<file path="config.mk">
export PLATFORM = sky130hd
export DESIGN_NAME = valve_alert_monitor
export DESIGN_NICKNAME = d
export VERILOG_FILES = /design/src/valve_alert_pkg.sv /design/src/valve_alert_monitor.sv
export SDC_FILE = /design/constraint.sdc
export NUM_CORES = 1
export LEC_CHECK = 0
export BUFFER_PORTS_ARGS = -buffer_cell sky130_fd_sc_hd__buf_4
export CORE_UTILIZATION = 65
export DETAILED_ROUTE_END_ITERATION = 7
export PLACE_DENSITY = 0.84
export SYNTH_ARGS = -nofsm -noshare
export SYNTH_HDL_FRONTEND = slang
export SYNTH_SLANG_ARGS = --single-unit
</file>
<file path="constraint.sdc">
create_clock -name clk_sys_in -period 29.8 [get_ports clk_sys_in]
set_input_delay 5.96 -clock clk_sys_in [delete_from_list [all_inputs] [get_ports clk_sys_in]]
set_output_delay 5.96 -clock clk_sys_in [all_outputs]
set_load 0.02 [all_outputs]
</file>
<file path="src/valve_alert_pkg.sv">
// Shared constants and carriers for the valve alert monitor.
// Assumes a single 100 MHz system clock and a plain byte-addressed register port.
package valve_alert_pkg;

    // Clock and evaluation tick timing
    localparam int unsigned CLK_FREQ_MHZ = 100;
    localparam int unsigned TICK_PERIOD_US = 1000;
    localparam int unsigned TICK_CYCLES = TICK_PERIOD_US * CLK_FREQ_MHZ;
    localparam int unsigned US_PER_SEC = 1000000;
    localparam int unsigned TICKS_PER_SEC = US_PER_SEC / TICK_PERIOD_US;

    // Bus and value widths
    localparam int ADDR_W = 8;
    localparam int DATA_W = 32;
    localparam int VAL_W = 16;
    localparam int ALERT_W = 9;
    localparam int ELAPSED_W = 32;

    // Register byte offsets; configuration words sit at offset[5:2]
    localparam logic [7:0] REG_ENABLE = 8'h00;
    localparam logic [7:0] REG_SUP_HIGH = 8'h04;
    localparam logic [7:0] REG_SUP_LOW = 8'h08;
    localparam logic [7:0] REG_TEMP_HIGH = 8'h0c;
    localparam logic [7:0] REG_TEMP_LOW = 8'h10;
    localparam logic [7:0] REG_DEV_POINT = 8'h14;
    localparam logic [7:0] REG_DEV_SECONDS = 8'h18;
    localparam logic [7:0] REG_DEV_DEADBAND = 8'h1c;
    localparam logic [7:0] REG_HIHI_POINT = 8'h20;
    localparam logic [7:0] REG_HIHI_DEADBAND = 8'h24;
    localparam logic [7:0] REG_HIGH_POINT = 8'h28;
    localparam logic [7:0] REG_HIGH_DEADBAND = 8'h2c;
    localparam logic [7:0] REG_LOW_POINT = 8'h30;
    localparam logic [7:0] REG_LOW_DEADBAND = 8'h34;
    localparam logic [7:0] REG_LOLO_POINT = 8'h38;
    localparam logic [7:0] REG_LOLO_DEADBAND = 8'h3c;
    localparam logic [7:0] REG_STATUS = 8'h40;
    localparam logic [7:0] REG_RAW_STATE = 8'h44;
    localparam logic [7:0] REG_DEVIATION = 8'h48;
    localparam int CFG_WORDS = 16;

    // Reset value and enable write mask
    localparam logic [15:0] CFG_RESET = 16'h0000;
    localparam logic [8:0] ENABLE_MASK = 9'h1ff;

    // Measured values from the sensor readout logic, travel in 0.01 percent
    typedef struct packed {
        logic [15:0] supply;
        logic signed [15:0] temperature;
        logic signed [15:0] travel;
        logic signed [15:0] target;
    } sense_s;

    // Alert bit layout, shared by enables, state and status
    typedef struct packed {
        logic deviation;
        logic travel_lowlow;
        logic travel_low;
        logic travel_high;
        logic travel_highhigh;
        logic temp_low;
        logic temp_high;
        logic supply_low;
        logic supply_high;
    } alert_s;

endpackage

</file>
<file path="src/valve_alert_monitor.sv">
// Threshold alert monitor: supply, temperature, travel limits and deviation.
// Assumes sensor values and register strobes come from logic on clk_sys_in.
//
// Contract
// - Supply high when pressure exceeds high point
// - Supply low when pressure below low point
// - Low point zero disables supply low
// - Each alert reported only when enabled
// - Temperature high when above high point
// - Temperature low when below low point
// - Deviation is absolute target minus travel
// - Deviation alert after persisting beyond time
// - Deviation time counted in seconds
// - Deviation alert clears past point minus deadband
// - Travel alerts independent of control mode
// - High-high sets above its point
// - High-high clears below point minus deadband
// - Low-low sets below its point
// - Low-low clears above point plus deadband
// - High sets above point, clears below minus deadband
// - Low sets below its point
// - Low clears above point plus deadband
// - Target comes from characterization output
// - Travel taken as percent of calibrated travel
`timescale 1ns/1ps

module valve_alert_monitor
    import valve_alert_pkg::*;
#(
    parameter int unsigned TICK_DIV = TICK_CYCLES
)
(
    // Clock and reset
    input wire logic clk_sys_in,
    input wire logic rst_n_in,
    // Measured values, same clock domain
    input wire sense_s sense_in,
    // Register port
    input wire logic [ADDR_W-1:0] reg_addr_in,
    input wire logic [DATA_W-1:0] reg_wdata_in,
    input wire logic reg_wr_in,
    input wire logic reg_rd_in,
    output logic [DATA_W-1:0] reg_rdata_out,
    // Reported alerts and tick
    output alert_s alerts_out,
    output logic tick_out
);

    // Sign extension of a stored point to the comparison width
    function automatic logic signed [17:0] sext(input logic [15:0] v);
        sext = {{2{v[15]}}, v};
    endfunction

    // Zero extension of a deadband to the comparison width
    function automatic logic signed [17:0] zext(input logic [15:0] v);
        zext = {2'b00, v};
    endfunction

    // High-side alert with clear hysteresis below point minus deadband
    function automatic logic hyst_high(input logic st, input logic signed [17:0] v,
                                       input logic signed [17:0] pt,
                                       input logic signed [17:0] db);
        if (st)
        begin
            hyst_high = !(v < pt - db);
        end
        else
        begin
            hyst_high = v > pt;
        end
    endfunction

    // Low-side alert with clear hysteresis above point plus deadband
    function automatic logic hyst_low(input logic st, input logic signed [17:0] v,
                                      input logic signed [17:0] pt,
                                      input logic signed [17:0] db);
        if (st)
        begin
            hyst_low = !(v > pt + db);
        end
        else
        begin
            hyst_low = v < pt;
        end
    endfunction

    // Reset release through two flip-flops
    logic rst_meta_r;
    logic rst_sync_n;
    always_ff @(posedge clk_sys_in or negedge rst_n_in)
    begin
        if (!rst_n_in)
        begin
            rst_meta_r <= 1'b0;
            rst_sync_n <= 1'b0;
        end
        else
        begin
            rst_meta_r <= 1'b1;
            rst_sync_n <= rst_meta_r;
        end
    end

    // Evaluation tick divider
    logic [31:0] div_r;
    logic [31:0] div_nxt;
    logic tick_r;
    logic tick_nxt;
    always_comb
    begin
        if (div_r >= TICK_DIV - 1)
        begin
            div_nxt = 32'h0000_0000;
            tick_nxt = 1'b1;
        end
        else
        begin
            div_nxt = div_r + 32'h0000_0001;
            tick_nxt = 1'b0;
        end
    end

    always_ff @(posedge clk_sys_in or negedge rst_sync_n)
    begin
        if (!rst_sync_n)
        begin
            div_r <= 32'h0000_0000;
            tick_r <= 1'b0;
        end
        else
        begin
            div_r <= div_nxt;
            tick_r <= tick_nxt;
        end
    end

    // Configuration words and read data
    logic [15:0] cfg_r [CFG_WORDS];
    logic [15:0] cfg_nxt [CFG_WORDS];
    logic [DATA_W-1:0] rdata_r;
    logic [DATA_W-1:0] rdata_nxt;
    alert_s state_r;
    alert_s state_nxt;
    alert_s report_r;
    alert_s report_nxt;
    logic [16:0] dev_r;
    logic [16:0] dev_nxt;

    // Register writes and registered reads; unmapped reads return zero
    always_comb
    begin
        cfg_nxt = cfg_r;
        rdata_nxt = rdata_r;
        if (reg_wr_in && reg_addr_in < REG_STATUS && reg_addr_in[1:0] == 2'b00)
        begin
            if (reg_addr_in == REG_ENABLE)
            begin
                cfg_nxt[0] = {7'h00, reg_wdata_in[8:0] & ENABLE_MASK};
            end
            else
            begin
                cfg_nxt[reg_addr_in[5:2]] = reg_wdata_in[15:0];
            end
        end
        if (reg_rd_in)
        begin
            if (reg_addr_in[1:0] != 2'b00)
            begin
                rdata_nxt = 32'h0000_0000;
            end
            else if (reg_addr_in < REG_STATUS)
            begin
                rdata_nxt = {16'h0000, cfg_r[reg_addr_in[5:2]]};
            end
            else if (reg_addr_in == REG_STATUS)
            begin
                rdata_nxt = {23'h000000, report_r};
            end
            else if (reg_addr_in == REG_RAW_STATE)
            begin
                rdata_nxt = {23'h000000, state_r};
            end
            else if (reg_addr_in == REG_DEVIATION)
            begin
                rdata_nxt = {15'h0000, dev_r};
            end
            else
            begin
                rdata_nxt = 32'h0000_0000;
            end
        end
    end

    always_ff @(posedge clk_sys_in or negedge rst_sync_n)
    begin
        if (!rst_sync_n)
        begin
            for (int i = 0; i < CFG_WORDS; i++)
            begin
                cfg_r[i] <= CFG_RESET;
            end
            rdata_r <= 32'h0000_0000;
        end
        else
        begin
            cfg_r <= cfg_nxt;
            rdata_r <= rdata_nxt;
        end
    end

    // Named views of the configuration words
    alert_s enables;
    logic [15:0] supply_high_point;
    logic [15:0] supply_low_point;
    logic [15:0] temp_high_point;
    logic [15:0] temp_low_point;
    logic [15:0] deviation_point;
    logic [15:0] deviation_persist_seconds;
    logic [15:0] deviation_deadband;
    logic [15:0] travel_highhigh_point;
    logic [15:0] travel_highhigh_deadband;
    logic [15:0] travel_high_point;
    logic [15:0] travel_high_deadband;
    logic [15:0] travel_low_point;
    logic [15:0] travel_low_deadband;
    logic [15:0] travel_lowlow_point;
    logic [15:0] travel_lowlow_deadband;
    assign enables = alert_s'(cfg_r[0][8:0]);
    assign supply_high_point = cfg_r[REG_SUP_HIGH[5:2]];
    assign supply_low_point = cfg_r[REG_SUP_LOW[5:2]];
    assign temp_high_point = cfg_r[REG_TEMP_HIGH[5:2]];
    assign temp_low_point = cfg_r[REG_TEMP_LOW[5:2]];
    assign deviation_point = cfg_r[REG_DEV_POINT[5:2]];
    assign deviation_persist_seconds = cfg_r[REG_DEV_SECONDS[5:2]];
    assign deviation_deadband = cfg_r[REG_DEV_DEADBAND[5:2]];
    assign travel_highhigh_point = cfg_r[REG_HIHI_POINT[5:2]];
    assign travel_highhigh_deadband = cfg_r[REG_HIHI_DEADBAND[5:2]];
    assign travel_high_point = cfg_r[REG_HIGH_POINT[5:2]];
    assign travel_high_deadband = cfg_r[REG_HIGH_DEADBAND[5:2]];
    assign travel_low_point = cfg_r[REG_LOW_POINT[5:2]];
    assign travel_low_deadband = cfg_r[REG_LOW_DEADBAND[5:2]];
    assign travel_lowlow_point = cfg_r[REG_LOLO_POINT[5:2]];
    assign travel_lowlow_deadband = cfg_r[REG_LOLO_DEADBAND[5:2]];

    // Travel and characterized target, both in percent of calibrated travel
    logic signed [17:0] travel_pct;
    logic signed [17:0] target_pct;
    logic signed [17:0] dev_diff;
    logic [16:0] dev_mag;
    logic [ELAPSED_W-1:0] elapsed_r;
    logic [ELAPSED_W-1:0] elapsed_nxt;
    logic [ELAPSED_W-1:0] persist_limit;
    logic dev_over;
    logic signed [17:0] dev_cmp;
    assign travel_pct = sext(sense_in.travel);
    assign target_pct = sext(sense_in.target);
    assign dev_diff = target_pct - travel_pct;
    assign dev_mag = dev_diff[17] ? 17'(-dev_diff) : dev_diff[16:0];
    assign dev_cmp = signed'({1'b0, dev_mag}); // Signed so a wide deadband cannot wrap
    assign dev_over = dev_cmp > zext(deviation_point);
    assign persist_limit = ELAPSED_W'(deviation_persist_seconds) * ELAPSED_W'(TICKS_PER_SEC);

    // Alert evaluation on each tick; no control-mode input takes part
    always_comb
    begin
        state_nxt = state_r;
        elapsed_nxt = elapsed_r;
        dev_nxt = dev_r;
        if (tick_r)
        begin
            dev_nxt = dev_mag;
            state_nxt.supply_high = sense_in.supply > supply_high_point;
            state_nxt.supply_low = (supply_low_point != 16'h0000) &&
                                   (sense_in.supply < supply_low_point);
            state_nxt.temp_high = sext(sense_in.temperature) > sext(temp_high_point);
            state_nxt.temp_low = sext(sense_in.temperature) < sext(temp_low_point);
            state_nxt.travel_highhigh = hyst_high(state_r.travel_highhigh, travel_pct,
                sext(travel_highhigh_point), zext(travel_highhigh_deadband));
            state_nxt.travel_high = hyst_high(state_r.travel_high, travel_pct,
                sext(travel_high_point), zext(travel_high_deadband));
            state_nxt.travel_low = hyst_low(state_r.travel_low, travel_pct,
                sext(travel_low_point), zext(travel_low_deadband));
            state_nxt.travel_lowlow = hyst_low(state_r.travel_lowlow, travel_pct,
                sext(travel_lowlow_point), zext(travel_lowlow_deadband));
            // Persistence timer runs only while deviation stays above its point
            if (dev_over)
            begin
                if (elapsed_r != {ELAPSED_W{1'b1}})
                begin
                    elapsed_nxt = elapsed_r + 1'b1;
                end
            end
            else
            begin
                elapsed_nxt = '0;
            end
            if (state_r.deviation)
            begin
                state_nxt.deviation = !(dev_cmp <
                    zext(deviation_point) - zext(deviation_deadband));
            end
            else
            begin
                state_nxt.deviation = dev_over && (elapsed_r > persist_limit);
            end
        end
    end

    // Reported alerts are gated by their enables every cycle
    always_comb
    begin
        report_nxt = alert_s'(state_nxt & enables);
    end

    always_ff @(posedge clk_sys_in or negedge rst_sync_n)
    begin
        if (!rst_sync_n)
        begin
            state_r <= '0;
            report_r <= '0;
            elapsed_r <= '0;
            dev_r <= 17'h00000;
        end
        else
        begin
            state_r <= state_nxt;
            report_r <= report_nxt;
            elapsed_r <= elapsed_nxt;
            dev_r <= dev_nxt;
        end
    end

    // Outputs straight from flip-flops
    assign reg_rdata_out = rdata_r;
    assign alerts_out = report_r;
    assign tick_out = tick_r;
endmodule // valve_alert_monitor

</file>
==> impl_metrics.toml <==
[min_path]
hold_path.class = "reg -> async"

[route]
dr.pass1.iters = 7
ant_nets = 0
avgRoutedWirePerCell_um = 23.09
drc = 0
wirelength_um = 87160
vias = 24780
vias_per_cell = 6.564
drt_iter0_drc = 2451

[synthesis]
ys_warn_count = 0
avgSynthCellArea_um2 = 9.957
netlist_area_um2 = 30270
netlist_instances = 3040
synth-seq-area-share = 0.3100
synth_edf_count = 0
async_flop_share = 1.000
synthFlopType = "dfrtp_1"
ys_ff_latch = 375
synth_cell_types = 84

[placed_design]
dp_hpwl_um = 65520
numPortBuffers = 118
dp_cells = 3696
routabilityCongestion = 0.9722

[floorplanning]
die_x_um = 217.8
core_um2 = 45670
rows = 78
dieArea_um2 = 47430
dieHeight_um = 217.8
initial_core_util = 0.6627
io_pins = 150

[pwr]
power_frac_comb = 0.339
net-switching-power_w = 0.0006057
power_frac_seq = 0.332
cellLeakagePower_nw = 15.89
clockPowerShare = 0.328
power.density_nw_per_um2 = 52.88
p_int_w = 0.001149
peakVddDrop_uv = 52.22
swShare = 0.3453

[global_route]
grt_pass1_wl_um = 136300
grt_max_degree = 185
grt_use_total = 0.3710
antenna_found_initial = 5
grt_pass1_vias = 25120
grt_overflow = 0

[setup_path]
critical_path.max_stage_delay_ns = 1.16
reg2regPathDepth = 24
path_common_cell = "a21oi_1"
cp.arrival_ns = 12.40
crit_type = "in -> reg"
worstPathRequired_ns = 30.29
worstPathCellList = "buf_4, inv_1, ha_1, inv_1, fa_1, a211oi_2, o21ai_1, a41o_2, o21ai_4, a21oi_1, o21ai_1, nand2_1, xnor2_1, ha_1, a21o_1, a21oi_1, a21oi_1, o31a_1, o21a_1, o31ai_2, and3_1, or3_1, nand2_1"
worst_setup_path_end_kind = "flop"
crit_fanout = 29
critPathLaunchType = "input port"
slowest_stage = "and3_1"

[finish]
regArea_um2 = 9389
final_cell_mix = "404 x ha_1, 376 x inv_1, 373 x dfrtp_1"
nNetsFinal = 3712
fillers = 3081
multi_input_area_um2 = 19100
final_common_cell = "ha_1"
finalNonFillerCells = 3775
drive_above_1_share = 0.1605
layout-area-overhead-vs-synth_pct = 9.599

[timing]
worst_pin_slew_ns = 1.341
max_slew_margin = 0.1057
rsz0062_at_grt = "no"
fin_skew_ns = 0.04485
finalSetupViolations = 0
fmax_mhz = 83.93
layout_min_cycle_time_ns = 11.91
hold_violations = 0
fin_crit_sh = 0.3998
finalSetupTns_ns = 0
slew_viol_final = 0

[cts]
cts.path.max_buffers = 3
post_cts_resized = 0
cts_tree = "done"
numClockSinks = 375
cts_made_buffers = 42
cts_hold_buffers = 0
clock_latency_ns = 0.61
cts_setup_buffers = 0
clk_pin_slew_ns = 0.06
htree_levels = 2
root_buffer = "clkbuf_16"

[run]
cap_viol_max_count = 0

[outcome]
status = "finished clean"
-- worst paths after layout --
| check | start | endpoint | slack (ns) |
|---|---|---|---|
| max reg2reg | deviation_persist_seconds[1] | alerts_out[8] | 22.64 |
| min reg2reg | rst_sync_n | cfg_r[244] | 0.35 |
| min in group clk_sys_in | rst_meta_r | rst_sync_n | 0.35 |
| max in group asynchronous | rst_n_in | rst_sync_n | 24.56 |
| max | sense_in[0] | elapsed_r[27] | 17.89 |
| min | rst_sync_n | cfg_r[244] | 0.35 |
-- registers in the layout, indices dropped and copies added, names as in the netlist, 17 cells and up --
signal / flops
elapsed_r: 32
dev_r: 17
div_r: 32
reg_rdata_out: 17
-- metrics by stage --
step / hold slack (ns) / utilization / power, W / area (um^2) / worst slack (ns)
2_1_floorplan: 0.3312 / - / 0.001009 / 30380 / 18.57
3_3_place_gp: 0.3318 / 0.6929 / 0.001135 / 31650 / 17.57
3_5_place_dp: 0.3347 / 0.6929 / 0.001167 / 31650 / 17.40
4_1_cts: 0.3480 / 0.7261 / 0.001745 / 33160 / 17.99
5_1_grt: 0.3607 / 0.7261 / 0.001841 / 33160 / 17.65
6_report: 0.3468 / 0.7263 / 0.001754 / 33170 / 17.89
-- logic make-up (layout without fill, tap and decap cells) --
logic type,Yosys count,after routing,share of synthesized area
AO/OA/AOI/OAI,640,640,0.1387
XOR/XNOR,140,140,0.04051
adder cells (fa/ha/maj),464,464,0.2067
buffers and inverters,480,582,0.06325
flip-flops,375,375,0.3100
multiplexers,268,268,0.1288
other,2,35,0.0002481
AND/OR/NAND/NOR,671,671,0.1117
-- power groups by stage --
stage               clock, W  combinational [W]  sequential [W]
floorplan                  0           0.000428        0.000581
global placement           0           0.000547        0.000588
detailed placement         0           0.000577        0.000590
CTS                 0.000577           0.000586        0.000582
global route        0.000596           0.000658        0.000586
finish              0.000576           0.000595        0.000583
-- cell usage after synthesis (all sizes together), types with 60 or more instances --
master	n	area share
a21o	80	0.020
a21oi	144	0.026
clkbuf	67	0.0083
dfrtp	375	0.31
fa	60	0.040
ha	404	0.17
inv	376	0.047
mux2	172	0.064
mux4	80	0.060
nand2	196	0.024
nand3	69	0.012
nor2	119	0.015
o21ai	199	0.033
xnor2	72	0.021
xor2	68	0.020
-- per-layer routing --
layer  GRT usage  up-vias  routed length (um)
met5           0        -                   0
met4      0.2175        0                5788
met3     0.08131      378                8361
met2      0.6121     1248               40910
met1      0.4472    12170               32090
li1            -    10990                   -
-- critical path: cells and delay by family --
kind                       cells  cell delay, ns
adders and majority gates      3            0.98
buffers and inverters          3            0.28
and+or+nand+nor                4            1.60
xor gates and xnor gates       1            0.50
AOI/OAI and AO/OA             12            3.09
-- layout make-up --
class / instances / area share
flip-flops and latches: 375 / 0.2830
inverters: 376 / 0.04255
clock inverters: 17 / 0.01045
multi-input cells: 2214 / 0.5757
clock buffers: 58 / 0.03530
well taps: 600 / 0.02263
repair buffers: 131 / 0.03002
diodes: 4 / 0.0003017
Note: power is estimated with default switching activity, not from simulation.
